`config.mk`:
```
export PLATFORM = sky130hd
export DESIGN_NAME = uirq_top
export DESIGN_NICKNAME = d
export VERILOG_FILES = /design/src/logic/uirq_pkg.sv /design/src/logic/uirq_lvl_if.sv /design/src/logic/uirq_level.sv /design/src/logic/uirq_top.sv
export VERILOG_INCLUDE_DIRS = /design/src /design/src/logic
export SDC_FILE = /design/constraint.sdc
export NUM_CORES = 1
export LEC_CHECK = 0
export ABC_AREA = 1
export BUFFER_PORTS_ARGS = -buffer_cell sky130_fd_sc_hd__buf_2
export CORE_UTILIZATION = 50
export CTS_BUF_LIST = sky130_fd_sc_hd__clkbuf_2 sky130_fd_sc_hd__clkbuf_4 sky130_fd_sc_hd__clkbuf_8
export CTS_CLUSTER_DIAMETER = 80
export DETAILED_ROUTE_END_ITERATION = 7
export PLACE_DENSITY_LB_ADDON = 0.3
export SETUP_SLACK_MARGIN = 0.3
export SLEW_MARGIN = 20
export SYNTH_ARGS = -nofsm -noshare
export SYNTH_HDL_FRONTEND = slang
export SYNTH_HIERARCHICAL = 1
export SYNTH_SLANG_ARGS = --single-unit
```
`constraint.sdc`:
```
create_clock -name pclk -period 3.7 [get_ports pclk]
set_input_delay 0.74 -clock pclk [delete_from_list [all_inputs] [get_ports pclk]]
set_output_delay 0.74 -clock pclk [all_outputs]
set_load 0.02 [all_outputs]
```
`src/logic/uirq_params.svh`:
```
// Register offsets, field positions and reset values of the UART interrupt slice
`ifndef UIRQ_PARAMS_SVH
`define UIRQ_PARAMS_SVH

`define UIRQ_OFF_LEVEL 12'h034
`define UIRQ_OFF_MASK 12'h038
`define UIRQ_OFF_RAW 12'h03C
`define UIRQ_OFF_MASKED 12'h040
`define UIRQ_OFF_CLEAR 12'h044

`define UIRQ_TXSEL_LSB 0
`define UIRQ_TXSEL_MSB 2
`define UIRQ_RXSEL_LSB 3
`define UIRQ_RXSEL_MSB 5
`define UIRQ_LEVEL_W 6
`define UIRQ_LEVEL_RST 6'h12

`define UIRQ_SRC_W 13
`define UIRQ_SRC_MSB 12
`define UIRQ_MASK_RST 13'h0000
`define UIRQ_SRC_IMPL 13'h1FF2

`define UIRQ_B_CTS 1
`define UIRQ_B_RX 4
`define UIRQ_B_TX 5
`define UIRQ_B_RT 6
`define UIRQ_B_FE 7
`define UIRQ_B_PE 8
`define UIRQ_B_BE 9
`define UIRQ_B_OE 10
`define UIRQ_B_XOFF 11
`define UIRQ_B_TXFE 12

`endif

```
`src/logic/uirq_pkg.sv`:
```
// Types shared by the UART interrupt slice
package uirq_pkg;
    typedef logic [2:0] uirq_sel_t;
    typedef logic [12:0] uirq_src_t;
    typedef logic [31:0] uirq_word_t;
    typedef enum logic [2:0] {
        UIRQ_T64 = 3'h0,
        UIRQ_T32 = 3'h1,
        UIRQ_T16 = 3'h2,
        UIRQ_T8 = 3'h3,
        UIRQ_T4 = 3'h4,
        UIRQ_T2 = 3'h5,
        UIRQ_T34 = 3'h6
    } uirq_trig_t;
endpackage

```
`src/logic/uirq_lvl_if.sv`:
```
// Trigger selector, FIFO count and level hit between the top and a level checker
`timescale 1ns/1ps
interface uirq_lvl_if #(parameter int CW = 7);
    logic [2:0] sel;
    logic [CW-1:0] count;
    logic hit;
    modport checker_end (input sel, input count, output hit);
    modport ctrl_end (output sel, output count, input hit);
endinterface

```
`src/logic/uirq_level.sv`:
```
// FIFO trigger-level checker: compares a fill or free count with a selected fraction
`timescale 1ns/1ps
module uirq_level #(
    parameter int DEPTH = 64,
    parameter int CW = 7
) (
    // Clock and reset
    input wire logic pclk,
    input wire logic presetn,
    // Selector, count and hit
    uirq_lvl_if.checker_end lvl
);
    import uirq_pkg::*;

    function automatic logic [CW-1:0] thresh(input logic [2:0] code);
        logic [CW-1:0] d;
        logic [CW-1:0] t;
        d = CW'(DEPTH);
        case (code)
            UIRQ_T64: t = d >> 6;
            UIRQ_T32: t = d >> 5;
            UIRQ_T16: t = d >> 4;
            UIRQ_T8: t = d >> 3;
            UIRQ_T4: t = d >> 2;
            UIRQ_T2: t = d >> 1;
            default: t = d - (d >> 2);
        endcase
        // A shallow FIFO must still trigger at one entry
        if (t == '0) begin
            t = CW'(1);
        end
        return t;
    endfunction

    logic [CW-1:0] limit;
    logic at_level;

    assign limit = thresh(lvl.sel);
    assign at_level = (lvl.count >= limit);

    always_ff @(posedge pclk or negedge presetn) begin
        if (!presetn) begin
            lvl.hit <= 1'b0;
        end else begin
            lvl.hit <= at_level;
        end
    end
endmodule

```
`src/logic/uirq_top.sv`:
```
// UART interrupt slice: trigger levels, enable mask, sticky status and clear over APB
//
// Implementation choice: the APB slave port.
`timescale 1ns/1ps
`include "uirq_params.svh"

module uirq_top #(
    parameter int DEPTH = 64,
    parameter int CW = 7
) (
    // Clock and reset
    input wire logic pclk,
    input wire logic presetn,
    // APB slave
    input wire logic psel,
    input wire logic penable,
    input wire logic pwrite,
    input wire logic [11:0] paddr,
    input wire uirq_pkg::uirq_word_t pwdata,
    output uirq_pkg::uirq_word_t prdata,
    output logic pready,
    output logic pslverr,
    // FIFO fill counts
    input wire logic [CW-1:0] tx_fill,
    input wire logic [CW-1:0] rx_fill,
    // Source events, one-cycle pulses
    input wire logic cts_change_event,
    input wire logic rx_timeout_event,
    input wire logic framing_err_event,
    input wire logic parity_err_event,
    input wire logic break_err_event,
    input wire logic overrun_err_event,
    input wire logic flow_stop_event,
    input wire logic tx_empty_event,
    // Trigger selectors for the FIFO logic
    output uirq_pkg::uirq_sel_t tx_fifo_trigger_select,
    output uirq_pkg::uirq_sel_t rx_fifo_trigger_select,
    // Combined interrupt
    output logic irq
);
    import uirq_pkg::*;

    logic [`UIRQ_LEVEL_W-1:0] level_sel;
    uirq_src_t interrupt_enable_mask;
    uirq_src_t raw_status;
    uirq_src_t masked_status;
    uirq_src_t set_vec;
    uirq_src_t clr_vec;
    uirq_src_t next_status;
    logic tx_hit_q;
    logic rx_hit_q;
    logic tx_rise;
    logic rx_rise;

    // APB decode
    wire setup_ph = psel & ~penable;
    wire access_ph = psel & penable;
    wire hit_level = (paddr == `UIRQ_OFF_LEVEL);
    wire hit_mask = (paddr == `UIRQ_OFF_MASK);
    wire hit_raw = (paddr == `UIRQ_OFF_RAW);
    wire hit_masked = (paddr == `UIRQ_OFF_MASKED);
    wire hit_clear = (paddr == `UIRQ_OFF_CLEAR);
    wire mapped = hit_level | hit_mask | hit_raw | hit_masked | hit_clear;
    wire wr_en = access_ph & pwrite & mapped;
    wire wr_level = wr_en & hit_level;
    wire wr_mask = wr_en & hit_mask;
    wire wr_clear = wr_en & hit_clear;

    // Zero wait states; only unmapped addresses answer with an error
    assign pready = 1'b1;
    assign pslverr = access_ph & ~mapped;

    // Read mux; the clear register reads zero since it is write-only
    wire [31:0] rd_level = {26'h0000000, level_sel};
    wire [31:0] rd_mask = {19'h00000, interrupt_enable_mask};
    wire [31:0] rd_raw = {19'h00000, raw_status};
    wire [31:0] rd_masked = {19'h00000, masked_status};
    wire [31:0] rd_mux = hit_level ? rd_level :
                         hit_mask ? rd_mask :
                         hit_raw ? rd_raw :
                         hit_masked ? rd_masked : 32'h00000000;

    // Read data is captured in the setup cycle so it comes from a flop
    always_ff @(posedge pclk or negedge presetn) begin
        if (!presetn) begin
            prdata <= 32'h00000000;
        end else if (setup_ph & ~pwrite) begin
            prdata <= rd_mux;
        end
    end

    // Level select register
    always_ff @(posedge pclk or negedge presetn) begin
        if (!presetn) begin
            level_sel <= `UIRQ_LEVEL_RST;
        end else if (wr_level) begin
            level_sel <= pwdata[`UIRQ_LEVEL_W-1:0];
        end
    end

    assign tx_fifo_trigger_select = level_sel[`UIRQ_TXSEL_MSB:`UIRQ_TXSEL_LSB];
    assign rx_fifo_trigger_select = level_sel[`UIRQ_RXSEL_MSB:`UIRQ_RXSEL_LSB];

    // Mask register; reserved bits are not stored and read as zero
    always_ff @(posedge pclk or negedge presetn) begin
        if (!presetn) begin
            interrupt_enable_mask <= `UIRQ_MASK_RST;
        end else if (wr_mask) begin
            interrupt_enable_mask <= pwdata[`UIRQ_SRC_MSB:0] & `UIRQ_SRC_IMPL;
        end
    end

    // Level checkers
    uirq_lvl_if #(.CW(CW)) tx_lvl ();
    uirq_lvl_if #(.CW(CW)) rx_lvl ();

    // TX compares free space, RX compares fill
    assign tx_lvl.sel = tx_fifo_trigger_select;
    assign tx_lvl.count = CW'(DEPTH) - tx_fill;
    assign rx_lvl.sel = rx_fifo_trigger_select;
    assign rx_lvl.count = rx_fill;

    uirq_level #(.DEPTH(DEPTH), .CW(CW)) u_tx_level (
        .pclk(pclk),
        .presetn(presetn),
        .lvl(tx_lvl.checker_end)
    );

    uirq_level #(.DEPTH(DEPTH), .CW(CW)) u_rx_level (
        .pclk(pclk),
        .presetn(presetn),
        .lvl(rx_lvl.checker_end)
    );

    // Level interrupts fire on crossing, so a clear holds while the FIFO stays put
    always_ff @(posedge pclk or negedge presetn) begin
        if (!presetn) begin
            tx_hit_q <= 1'b0;
            rx_hit_q <= 1'b0;
        end else begin
            tx_hit_q <= tx_lvl.hit;
            rx_hit_q <= rx_lvl.hit;
        end
    end

    assign tx_rise = tx_lvl.hit & ~tx_hit_q;
    assign rx_rise = rx_lvl.hit & ~rx_hit_q;

    // Source events mapped onto status bit positions
    always_comb begin
        set_vec = '0;
        set_vec[`UIRQ_B_CTS] = cts_change_event;
        set_vec[`UIRQ_B_RX] = rx_rise;
        set_vec[`UIRQ_B_TX] = tx_rise;
        set_vec[`UIRQ_B_RT] = rx_timeout_event;
        set_vec[`UIRQ_B_FE] = framing_err_event;
        set_vec[`UIRQ_B_PE] = parity_err_event;
        set_vec[`UIRQ_B_BE] = break_err_event;
        set_vec[`UIRQ_B_OE] = overrun_err_event;
        set_vec[`UIRQ_B_XOFF] = flow_stop_event;
        set_vec[`UIRQ_B_TXFE] = tx_empty_event;
    end

    // A one clears, a zero leaves the bit alone; a new event beats the clear
    assign clr_vec = wr_clear ? pwdata[`UIRQ_SRC_MSB:0] : '0;
    assign next_status = ((raw_status & ~clr_vec) | set_vec) & `UIRQ_SRC_IMPL;

    always_ff @(posedge pclk or negedge presetn) begin
        if (!presetn) begin
            raw_status <= '0;
        end else begin
            raw_status <= next_status;
        end
    end

    assign masked_status = raw_status & interrupt_enable_mask;
    assign irq = |masked_status;
endmodule

```
# After elaboration in Yosys (flattened, before gate mapping)
# Cells that the tools add are included.
[word_totals]
register_bits = 62
input_bits = 71
output_inout_bits = 41
[op_classes]
addsub = 1
magnitude_cmp = 2
eq_ne = 15
muxes = 9
bitwise = 24
reduce_logical = 5
[op_table]
columns = ["cell", "n"]
rows = [
  ["$pmux W6 S6", 2],
  ["$mux W13", 5],
  ["$eq A12 B6 Y1 const B", 3],
  ["$and A13 B13 Y13", 2],
  ["$eq A12 B7 Y1 const B", 2],
  ["$ge A7 B6 Y1", 2],
  ["$logic_not A7 Y1", 2],
  ["$not A13 Y13", 1],
  ["$or A13 B13 Y13", 1],
  ["$reduce_or A13 Y1", 1],
  ["$eq A3 B2 Y1 const B", 4],
  ["$eq A3 B3 Y1 const B", 4],
  ["$mux W6", 2],
  ["$and A1 B1 Y1", 11],
  ["$sub A7 B7 Y7 const A", 1],
  ["$eq A3 B1 Y1 const B", 2],
  ["$logic_not A3 Y1", 2],
  ["$not A1 Y1", 5],
  ["$or A1 B1 Y1", 4],
]

# Longest topological paths before layout
# Gate-level depths: netlist (run 1).
[logic_depth]
depth_word = 11
ltp_mapped = 11
depth_no_buf = 11

# By module
# The synthesis (run 1) kept the hierarchy.
[by_module_without_submodules]
columns = ["mod", "instances", "cells_each", "area_each_um2", "seq_area_each_um2"]
rows = [
  ["uirq_top", 1, 309, 2424.8, 1028.5],
  ["uirq_level", 2, 34, 217.7, 25.0],
]

# Worst setup path before layout (run 1)
# Ideal clock, no wire load.
[synth_path]
path_kind = "input to output"
start = "input port paddr[11]"
end = "output port pslverr"
arrival_time_ps = 1670
setup_slack_ps = 1290
stages = 9
path_cell_list = "nor2_2 -> nand2_4 -> nor2_4 -> buf_6 -> inv_2 -> nor2_4 -> nor2_2 -> nand2_4 -> nor2_1"
[synth_via]
elab_chain_cells = 7
[synth_lines]
columns = ["item", "line_no", "text"]
rows = [
  ["start, declared", "uirq_top.sv:18", "input wire logic [11:0] paddr,"],
  ["$eq A12 B6 Y1 (no line)", "--", ""],
  ["$or A1 B1 Y1 (3 in a row)", "uirq_top.sv:63", "wire mapped = hit_level | hit_mask | hit_raw | hit_masked | hit_clear;"],
  ["$or A1 B1 Y1 *", "uirq_top.sv:63", ""],
  ["$not A1 Y1 *", "uirq_top.sv:71", "assign pslverr = access_ph & ~mapped;"],
  ["$and A1 B1 Y1 *", "uirq_top.sv:71", ""],
  ["end, declared", "uirq_top.sv:22", "output logic pslverr,"],
]
# Every way passes the cells marked *; elsewhere a longest branch is shown, timed or not.

# Worst setup path after layout (run 1)
# Same ends and word-level chain as after synthesis.

==> run_results.csv, run 1 <==
group,metric,value,unit
run_status,outcome,"finished, final reports clean",
sta,fin_worst_skew,0.00798,ns
power,cellPowerDensity,268,nW/um^2
logic_synthesis,synth_area,2860,sq um
floorplanning,die_y,77.6,microns
grt,grt_max_degree,44,
sta,finalSetupTns,0,ns
clock_tree,clockRootBuffer,"clkbuf_8",
critical_path,crit_path_top_delay_cell,"nor2_4",
sta,rsz0062_at_grt,"false",
power,p_switching,0.231,mW
critical_path,critPathKind,"in -> out",
power,pwr-share-seq,53.8,%
logic_synthesis,synth_top_cell_by_area,"dfrtp_1",
final_layout,mostFrequentLayoutCell,"nand2_1",
floorplanning,core,5510,sq um
critical_path,crit_family,"simple AND/OR/NAND/NOR gates",
clock_tree,clk_path_buf_depth,2,
grt,grt_pass1_vias,2378,
power,power_frac_comb,13.4,%
clock_tree,numCtsBuffers,5,
clock_tree,cts.sinks,43,
final_layout,area_growth,14.9,%
floorplanning,start_util,51.9,%
routing,routed_wirelength,5970,microns
power,ir_drop,0.000170,V
routing,drtAntennaViolNets,0,
logic_synthesis,syn_inst,377,
clock_tree,clk_latency,0.29,ns
critical_path,worst_ep_arrival_time,1.96,ns
routing,via_per_inst,4.88,
logic_synthesis,avgSynthCellArea,7.59,sq um
final_layout,drive_gt1_share,23.8,%
final_layout,antennaDiodeCount,0,
grt,grt_overflow,0,
floorplanning,ioPinCount,112,
critical_path,critPathRequiredTime,2.96,ns
sta,fin_crit,2.70,ns
critical_path,startpoint_type,"input port",
logic_synthesis,synth.area.top_cells,"dfrtp_1 36%, nand2_1 15%, ha_1 5.7%, inv_1 5.6%, buf_4 5.2%",
final_layout,nets,534,
sta,relSlewSlack,39.1,%
sta,drv_slew,0,
sta,fin_crit_sh,73.1,%
critical_path,path_cells,"buf_2 > nor2_2 > nand2_4 > nor2_4 > nand2_1 > nand2_1 > nor2_2 > nand2_4 > nor2_1 > buf_2",
grt,antenna_found_initial,0,
power,p_int,0.650,mW
grt,grt_usage,21.4,%
clock_tree,postCtsHoldBufs,0,
floorplanning,chipWidth,77.6,microns
logic_synthesis,ys_warn_count,6,
routing,routedWlPerCell,11.4,microns
clock_tree,clk_pin_slew_worst_paths,0.07,ns
routing,drc,0,
floorplanning,die-area,6030,sq um
final_layout,final_cell_mix,"116 x nand2_1, 72 x buf_2, 43 x inv_1",
routing,drt-initial-drc-count,131,
power,p_clk_share,32.9,%
placement,hpwl,4680,microns
routing,vias,2546,
logic_synthesis,yosysSeqAreaShare,37.7,%
sta,fmax,0.370,GHz
clock_tree,cts_tree,"done",
clock_tree,cts_setup_buffers,0,
critical_path,slowest_delay,0.29,ns
placement,io_buffers,72,
critical_path,crit_fanout,11,
floorplanning,num_rows,27,
flow_run,max_cap_violations,0,
sta,setup_viol,0,
critical_path,cp-end-kind,"output port",
hold_path,hold_path_class,"reg -> reg",
sta,hold_violations,0,
logic_synthesis,synth_cell_types,34,
critical_path,critPathBufInv,2,
grt,grt_pass1_wl,10300,microns
final_layout,num-fill-cells,527,
logic_synthesis,synth_top_cell_area_share,35.9,%
power,power.share.switching,26.2,%
power,p_leak,1.79,nW
placement,gp_congestion,0.844,
sta,worst_pin_slew,0.914,ns
sta,whs,0.382,ns
routing,drt_pass1_iterations,4,
clock_tree,cts_resized,0,
logic_synthesis,ys_ff_latch,43,
clock_tree,cts_max_level,2,
## power by group through the flow
stage	sequential [mW]	clock [mW]	combinational (mW)
3_3_place_gp	0.483	0	0.116
6_report	0.474	0.290	0.118
3_5_place_dp	0.483	0	0.119
4_1_cts	0.474	0.296	0.119
5_1_grt	0.474	0.311	0.135
2_1_floorplan	0.483	0	0.0821
## state kept, by name, indices dropped and copies added (netlist names)
| register | cells |
|---|---|
| tx_hit_q | 1 |
| level_sel | 6 |
| u_tx_level/lvl.hit | 1 |
| rx_hit_q | 1 |
| prdata | 13 |
| raw_status | 10 |
| u_rx_level/lvl.hit | 1 |
| interrupt_enable_mask | 10 |
## cells by family (layout without fill, tap and decap cells)
family / count (synthesis) / count (layout) / synth area share [%]
buffers and inverters: 75 / 130 / 13.1
other: 2 / 20 / 0.263
AO/OA/AOI/OAI: 40 / 40 / 8.57
AND/OR/NAND/NOR: 199 / 199 / 33.2
XOR/XNOR: 5 / 5 / 1.53
flip-flops: 43 / 43 / 37.7
adder cells (fa/ha/maj): 13 / 13 / 5.69
## per-layer routing
metal	part of all wire, %	global-route usage [%]	vias up
met1	45	27.1	1142
met2	49	37.8	78
li1	-	-	1317
met4	1.3	5.66	0
met3	5.0	3.53	9
met5	0	0	-
## final cells by class
class	count	area (sq um)	share of cell area, %
clock inverters	1	7.51	0.228
multi-input cells	277	1480	44.9
inverters	49	184	5.60
flip-flops and latches	43	1080	32.8
clock buffers	6	76.3	2.32
repair buffers	74	375	11.4
well taps	72	90.1	2.74
## per-stage QoR
step	cells	instance area (sq um)	setup slack, ns	util, %	power [mW]
after floorplan	395	2930	1.29	-	0.565
after global placement	515	3200	0.999	58.2	0.598
after detailed placement	515	3200	0.966	58.2	0.602
after CTS	522	3290	0.963	59.7	0.889
after global routing	522	3290	0.880	59.7	0.920
final	522	3290	0.997	59.7	0.881
## path summary, 6_finish.rpt
kind                                    start                 end  slack (ns)  cells past startpoint
max                                 paddr[11]             pslverr         1.0                     10
min                        u_rx_level/lvl.hit            rx_hit_q        0.38                      0
max reg2reg                      level_sel[1]  u_tx_level/lvl.hit        2.23                      6
min reg2reg                u_rx_level/lvl.hit            rx_hit_q        0.38                      0
max in group asynchronous             presetn        level_sel[5]        2.55                      1
min in group asynchronous             presetn           prdata[5]        0.57                      1
## cell usage after synthesis (all sizes together)
master / instances
a21oi: 14
or2: 2
nor4: 1
xnor2: 2
dfrtp: 41
o21ai: 11
a21o: 8
clkbuf: 2
o211ai: 7
xor2: 3
conb: 2
inv: 47
nand4: 19
clkinv: 2
dfstp: 2
ha: 13
buf: 24
nand3: 15
nor2: 29
nor3: 11
nand2: 122
(Power assumes the default switching activity.)
==> inputs of run 2 (changes only) <==
--- a/config.mk
+++ b/config.mk
@@ -8,7 +8,7 @@
 export LEC_CHECK = 0
 export ABC_AREA = 1
 export BUFFER_PORTS_ARGS = -buffer_cell sky130_fd_sc_hd__buf_2
-export CORE_UTILIZATION = 50
+export CORE_UTILIZATION = 46
 export CTS_BUF_LIST = sky130_fd_sc_hd__clkbuf_2 sky130_fd_sc_hd__clkbuf_4 sky130_fd_sc_hd__clkbuf_8
 export CTS_CLUSTER_DIAMETER = 80
 export DETAILED_ROUTE_END_ITERATION = 7
==> constraint.sdc (replaced) <==
create_clock -name pclk -period 2.4 [get_ports pclk]
set_input_delay 0.48 -clock pclk [delete_from_list [all_inputs] [get_ports pclk]]
set_output_delay 0.48 -clock pclk [all_outputs]
set_load 0.02 [all_outputs]
==> run_results.csv, run 2 (synthesis gave the netlist of run 1 again) <==
group,metric,value,unit
critical_path,path_cells,"buf_2 > nor2_2 > nand2_4 > nor2_4 > nand2_1 > nand2_1 > nor2_2 > nand2_4 > nor2_1 > buf_2",
final_layout,nets,540,
hold_path,hold_path_class,"in -> async",
clock_tree,clk_path_buf_depth,2,
final_layout,largest_register,"prdata",
final_layout,drive_gt1_share,24.9,%
placement,place_area,3220,sq um
critical_path,slowest_delay,0.19,ns
sta,finalSetupTns,0,ns
routing,routedWlPerCell,11.8,microns
power,cellPowerDensity,440,nW/um^2
routing,vias,2599,
critical_path,startpoint_type,"input port",
power,p_leak,1.85,nW
final_layout,final_cell_mix,"116 x nand2_1, 72 x buf_2, 43 x inv_1",
sta,worst_pin_slew,0.620,ns
critical_path,critPathRequiredTime,1.92,ns
floorplanning,chipWidth,80.9,microns
critical_path,cp-end-kind,"output port",
routing,drt_pass1_iterations,6,
final_layout,stdcell_area,3370,sq um
sta,relSlewSlack,58.6,%
power,p_int,1.10,mW
sta,setup_viol,0,
sta,fmax,0.492,GHz
final_layout,area_growth,17.8,%
critical_path,critPathKind,"in -> out",
routing,drtAntennaViolNets,0,
grt,grt_pass1_wl,10300,microns
final_layout,post-route-util,56.6,%
routing,routed_wirelength,6290,microns
final_layout,antennaDiodeCount,0,
flow_run,max_cap_violations,0,
clock_tree,cts_tree,"done",
grt,grt_usage,20.0,%
sta,drv_slew,0,
power,p_clk_share,38.1,%
run_status,outcome,"finished, final reports clean",
power,power.share.switching,25.5,%
floorplanning,num_rows,28,
grt,antenna_found_initial,0,
floorplanning,start_util,48.0,%
clock_tree,clk_latency,0.30,ns
critical_path,startpoint,"paddr[11]",
clock_tree,cts_max_level,2,
critical_path,crit_path_top_delay_cell,"nor2_4",
sta,hold_violations,0,
floorplanning,ioPinCount,112,
final_layout,num-fill-cells,578,
final_layout,multi_input_area,1480,sq um
final_layout,top_regs,"prdata: 13 flops, interrupt_enable_mask: 10 flops, raw_status: 10 flops",
floorplanning,core,5960,sq um
critical_path,critPathBufInv,2,
power,pwr-share-seq,49.3,%
routing,drt-initial-drc-count,94,
grt,grt_pass1_vias,2319,
critical_path,crit_fanout,8,
sta,rsz0062_at_grt,"false",
final_layout,mostFrequentLayoutCell,"nand2_1",
grt,grt_max_degree,31,
clock_tree,numCtsBuffers,5,
clock_tree,clockRootBuffer,"clkbuf_8",
placement,hpwl,4880,microns
critical_path,worst_ep_arrival_time,1.55,ns
placement,gp_congestion,0.837,
final_layout,largest_reg_flops,13,
critical_path,timing.rr.start,"level_sel[1]",
placement,io_buffers,72,
grt,grt_overflow,0,
clock_tree,postCtsHoldBufs,0,
clock_tree,clk_pin_slew_worst_paths,0.09,ns
sta,fin_crit,2.03,ns
power,p_switching,0.378,mW
sta,fin_worst_skew,0.00787,ns
final_layout,register_area,1080,sq um
power,power_frac_comb,12.6,%
critical_path,crit_family,"simple AND/OR/NAND/NOR gates",
routing,via_per_inst,4.89,
floorplanning,die_y,80.9,microns
sta,fin_crit_sh,84.6,%
power,ir_drop,0.000333,V
clock_tree,cts.sinks,43,
routing,drc,0,
floorplanning,die-area,6540,sq um
-- run 2: changes by cell type in the layout (fill, tap and decap cells not counted), sizes merged --
| cell | previous run | this run |
|---|---|---|
| buf | 74 | 80 |
| clkinv | 2 | 4 |
| bufinv | 0 | 1 |
| clkbuf | 6 | 5 |
| clkinvlp | 1 | 0 |
-- run 2: worst reg2reg max path, cell delays in order (launching register included) --
cell	delay [ns]
dfstp_2	0.64
nand3_1	0.10
ha_1	0.29
nand2_1	0.07
clkinv_1	0.05
nand2_1	0.05
nand2_1	0.06
nand2_1	0.06
nand2_1	0.05
-- run 2: layer usage --
metal	track usage (%)	up-vias	share of wire, %
li1	-	1329	-
met2	33.5	71	48
met4	5.36	0	0.92
met3	3.93	6	6.2
met1	26.3	1193	45
met5	0	-	0
-- run 2: power by group through the flow --
| stage | Sequential [mW] | Clock (mW) | Combinational [mW] |
|---|---|---|---|
| after global routing | 0.731 | 0.606 | 0.211 |
| after floorplan | 0.744 | 0 | 0.127 |
| after global placement | 0.744 | 0 | 0.181 |
| final | 0.730 | 0.565 | 0.186 |
| after detailed placement | 0.745 | 0 | 0.184 |
| after CTS | 0.730 | 0.573 | 0.185 |
-- run 2: layout make-up --
class | instances | share of cell area (%)
Clock buffer | 5 | 2.04
Clock inverter | 3 | 1.30
Sequential cell | 43 | 32.0
Multi-Input combinational cell | 277 | 43.9
Tap cell | 75 | 2.78
Inverter | 49 | 5.46
Timing Repair Buffer | 80 | 12.5
-- run 2: per-stage QoR --
step                      power (mW)  instances  hold WS [ns]  setup WS, ns
after floorplan                0.871        395         0.184         0.510
after global placement         0.925        520         0.360         0.383
after detailed placement       0.929        520         0.363         0.359
after CTS                       1.49        528        0.0688         0.352
after global routing            1.55        532        0.0647         0.277
final                           1.48        532        0.0573         0.369
-- run 2: path summary, 6_finish.rpt --
kind / end / slack, ns / cells after the start
setup / recovery: pslverr / 0.37 / 10
hold / removal: prdata[7] / 0.06 / 1
setup reg to reg: u_tx_level/lvl.hit / 0.93 / 8
hold reg to reg: rx_hit_q / 0.38 / 0
max in group asynchronous: level_sel[1] / 1.61 / 2
min in group pclk: raw_status[7] / 0.36 / 2
-- run 2: what timing repair did --
action,in CTS,in global routing
setup buffers,0,4
resized for setup,0,1
setup endpoints to repair,0,1
==> inputs of run 3 (changes only) <==
--- a/config.mk
+++ b/config.mk
@@ -6,9 +6,9 @@
 export SDC_FILE = /design/constraint.sdc
 export NUM_CORES = 1
 export LEC_CHECK = 0
-export ABC_AREA = 1
+export ABC_AREA = 0
 export BUFFER_PORTS_ARGS = -buffer_cell sky130_fd_sc_hd__buf_2
-export CORE_UTILIZATION = 46
+export CORE_UTILIZATION = 45
 export CTS_BUF_LIST = sky130_fd_sc_hd__clkbuf_2 sky130_fd_sc_hd__clkbuf_4 sky130_fd_sc_hd__clkbuf_8
 export CTS_CLUSTER_DIAMETER = 80
 export DETAILED_ROUTE_END_ITERATION = 7
==> constraint.sdc (replaced) <==
create_clock -name pclk -period 1.7 [get_ports pclk]
set_input_delay 0.34 -clock pclk [delete_from_list [all_inputs] [get_ports pclk]]
set_output_delay 0.34 -clock pclk [all_outputs]
set_load 0.02 [all_outputs]
==> run_results.csv, run 3 <==
group,metric,value,unit
run_status,outcome,"finished, violations left",
run_status,failed_checks,"negative setup slack",
placement,hpwl,4990,microns
logic_synthesis,synth_cell_types,51,
routing,drt-initial-drc-count,123,
final_layout,mostFrequentLayoutCell,"buf_2",
critical_path,cp-end-kind,"output port",
flow_run,max_cap_violations,0,
routing,drtAntennaViolNets,0,
sta,setup_viol,1,
final_layout,area_growth,52.4,%
logic_synthesis,yosysSeqAreaShare,40.6,%
final_layout,top_regs,"prdata: 13 flops, interrupt_enable_mask: 10 flops, raw_status: 10 flops",
hold_path,hold_path_class,"in -> async",
logic_synthesis,synth_edf_count,0,
critical_path,startpoint_type,"register",
clock_tree,clockRootBuffer,"clkbuf_8",
clock_tree,clk_pin_slew_worst_paths,0.07,ns
floorplanning,die-area,6210,sq um
final_layout,post-route-util,72.1,%
routing,drc,0,
sta,fin_crit_sh,120,%
grt,grt_pass1_vias,2510,
power,p_clk_share,31.5,%
grt,grt_pass1_wl,12000,microns
sta,setup_slack,-0.341,ns
critical_path,critPathRequiredTime,1.36,ns
logic_synthesis,avgSynthCellArea,10.2,sq um
sta,hold_violations,0,
grt,grt_overflow,0,
grt,grt_use_met2,44.8,%
power,p_int,1.51,mW
routing,via_per_inst,5.31,
sta,relSlewSlack,64.2,%
sta,drv_slew,0,
routing,vias,2496,
sta,rsz0062_at_grt,"true",
floorplanning,num_rows,27,
power,cellPowerDensity,504,nW/um^2
power,power.share.switching,26.1,%
sta,worst_pin_slew,0.537,ns
grt,grt.met1_usage,31.3,%
grt,use_met3,2.87,%
power,p_leak,1.90,nW
logic_synthesis,synth_top_cell_area_share,38.6,%
clock_tree,cts_max_level,2,
logic_synthesis,synth_top_cells_by_count,"41 x dfrtp_1, 22 x nand2_1, 20 x buf_4",
floorplanning,core,5610,sq um
routing,routed_wirelength,7460,microns
sta,fin_crit,2.04,ns
final_layout,num-fill-cells,441,
sta,fin_worst_skew,0.00643,ns
logic_synthesis,synth_area,2660,sq um
placement,gp_congestion,0.805,
floorplanning,start_util,47.3,%
critical_path,critPathKind,"reg -> out",
logic_synthesis,ys_warn_count,6,
clock_tree,numCtsBuffers,5,
clock_tree,postCtsHoldBufs,0,
placement,io_buffers,72,
clock_tree,clk_path_buf_depth,2,
grt,top_usage_layer,"met2",
final_layout,nets,482,
clock_tree,cts.sinks,43,
clock_tree,cts_tree,"done",
power,p_switching,0.533,mW
logic_synthesis,synth.area.top_cells,"dfrtp_1 39%, mux2_2 6.8%, ha_1 6.1%, buf_4 5.7%, a21o_1 3.4%",
floorplanning,chipWidth,78.8,microns
logic_synthesis,synth_top_cell_by_area,"dfrtp_1",
final_layout,antennaDiodeCount,0,
grt,grt_usage,25.0,%
power,pwr-share-seq,50.6,%
routing,drt_pass1_iterations,4,
power,ir_drop,0.000338,V
final_layout,drive_gt1_share,56.3,%
logic_synthesis,ys_ff_latch,43,
sta,fmax,0.490,GHz
logic_synthesis,ys.flop_type,"dfrtp_1",
final_layout,largest_register,"prdata",
final_layout,final_cell_mix,"61 x buf_2, 50 x buf_4, 38 x dfrtp_1",
power,power_frac_comb,17.9,%
placement,preCtsSetupSlack,-0.288,ns
critical_path,crit_fanout,2,
final_layout,largest_reg_flops,13,
grt,grt_max_degree,44,
grt,antenna_found_initial,0,
floorplanning,ioPinCount,112,
logic_synthesis,yosysMostFrequentCell,"dfrtp_1",
logic_synthesis,syn_inst,261,
critical_path,worst_ep_arrival_time,1.70,ns
floorplanning,die_y,78.8,microns
logic_synthesis,async_reset_ff_share,100,%
clock_tree,clk_latency,0.29,ns
routing,routedWlPerCell,15.9,microns
==> run 3: worst paths after layout <==
| kind | startpoint | endpoint | slack [ns] | depth (start not counted) |
|---|---|---|---|---|
| hold reg to reg | u_tx_level/lvl.hit | tx_hit_q | 0.38 | 0 |
| setup reg to reg | level_sel[1] | u_tx_level/lvl.hit | 0.13 | 5 |
| setup / recovery | interrupt_enable_mask[9] | irq | -0.34 | 4 |
| hold / removal | presetn | level_sel[2] | 0.12 | 2 |
| min in group pclk | rx_timeout_event | raw_status[6] | 0.22 | 2 |
| max in group asynchronous | presetn | level_sel[3] | 1.18 | 2 |
==> run 3: logic make-up (layout without fill, tap and decap cells) <==
logic type               after synthesis  in the layout  synth area share, %
AO/OA/AOI/OAI                         67             67                 18.0
flip-flops                            43             43                 40.6
other                                  2             20                0.283
adder cells (fa/ha/maj)               13             13                 6.13
XOR/XNOR                               6              6                 1.98
AND/OR/NAND/NOR                       78             78                 18.0
multiplexers                          16             16                 6.79
buffers and inverters                 36            155                 8.25
==> run 3: cell type report <==
type                            count  area, sq um  share of cell area (%)
Multi-Input combinational cell    200         1740                    43.1
Tap cell                           72         90.1                    2.23
Timing Repair Buffer              140         1020                    25.1
Sequential cell                    43         1080                    26.8
Inverter                            8         30.0                   0.742
Clock buffer                        7         83.8                    2.07
==> run 3: through the flow <==
stage                     power, mW  instance area [sq um]  cells  TNS, ns  hold slack [ns]
after CTS                      2.03                   3910    464   -0.337            0.125
final                          2.04                   4050    470   -0.341            0.123
after detailed placement       1.36                   3490    445    -7.86            0.367
after global routing           2.12                   4050    470   -0.545            0.167
after floorplan                1.24                   2880    279    -4.37           0.0444
after global placement         1.35                   3490    445    -6.66            0.366
==> run 3: repair_timing <==
| item | in CTS | in global routing |
|---|---|---|
| gates cloned | 1 | 0 |
| resized for setup | 66 | 26 |
| hold endpoints to repair | 0 | 0 |
| pin swaps | 41 | 4 |
| setup endpoints to repair | 45 | 46 |
| buffers inserted | 11 | 6 |
==> run 3: critical path, cell delays in order (launching register included) <==
cell and delay, ns:
dfrtp_1 0.39, a22o_1 0.23, a211o_1 0.22, or4_4 0.43, buf_6 0.15
==> run 3: layer usage <==
metal,vias to the layer above,share of wire [%]
met4,0,1.9
met3,11,3.5
met2,79,53
met5,-,0
li1,1188,-
met1,1218,42
==> run 3: power groups by stage <==
stage	combinational [mW]	sequential (mW)	clock, mW
2_1_floorplan	0.192	1.05	0
3_3_place_gp	0.301	1.05	0
3_5_place_dp	0.310	1.05	0
4_1_cts	0.350	1.03	0.652
5_1_grt	0.399	1.03	0.690
6_report	0.364	1.03	0.643
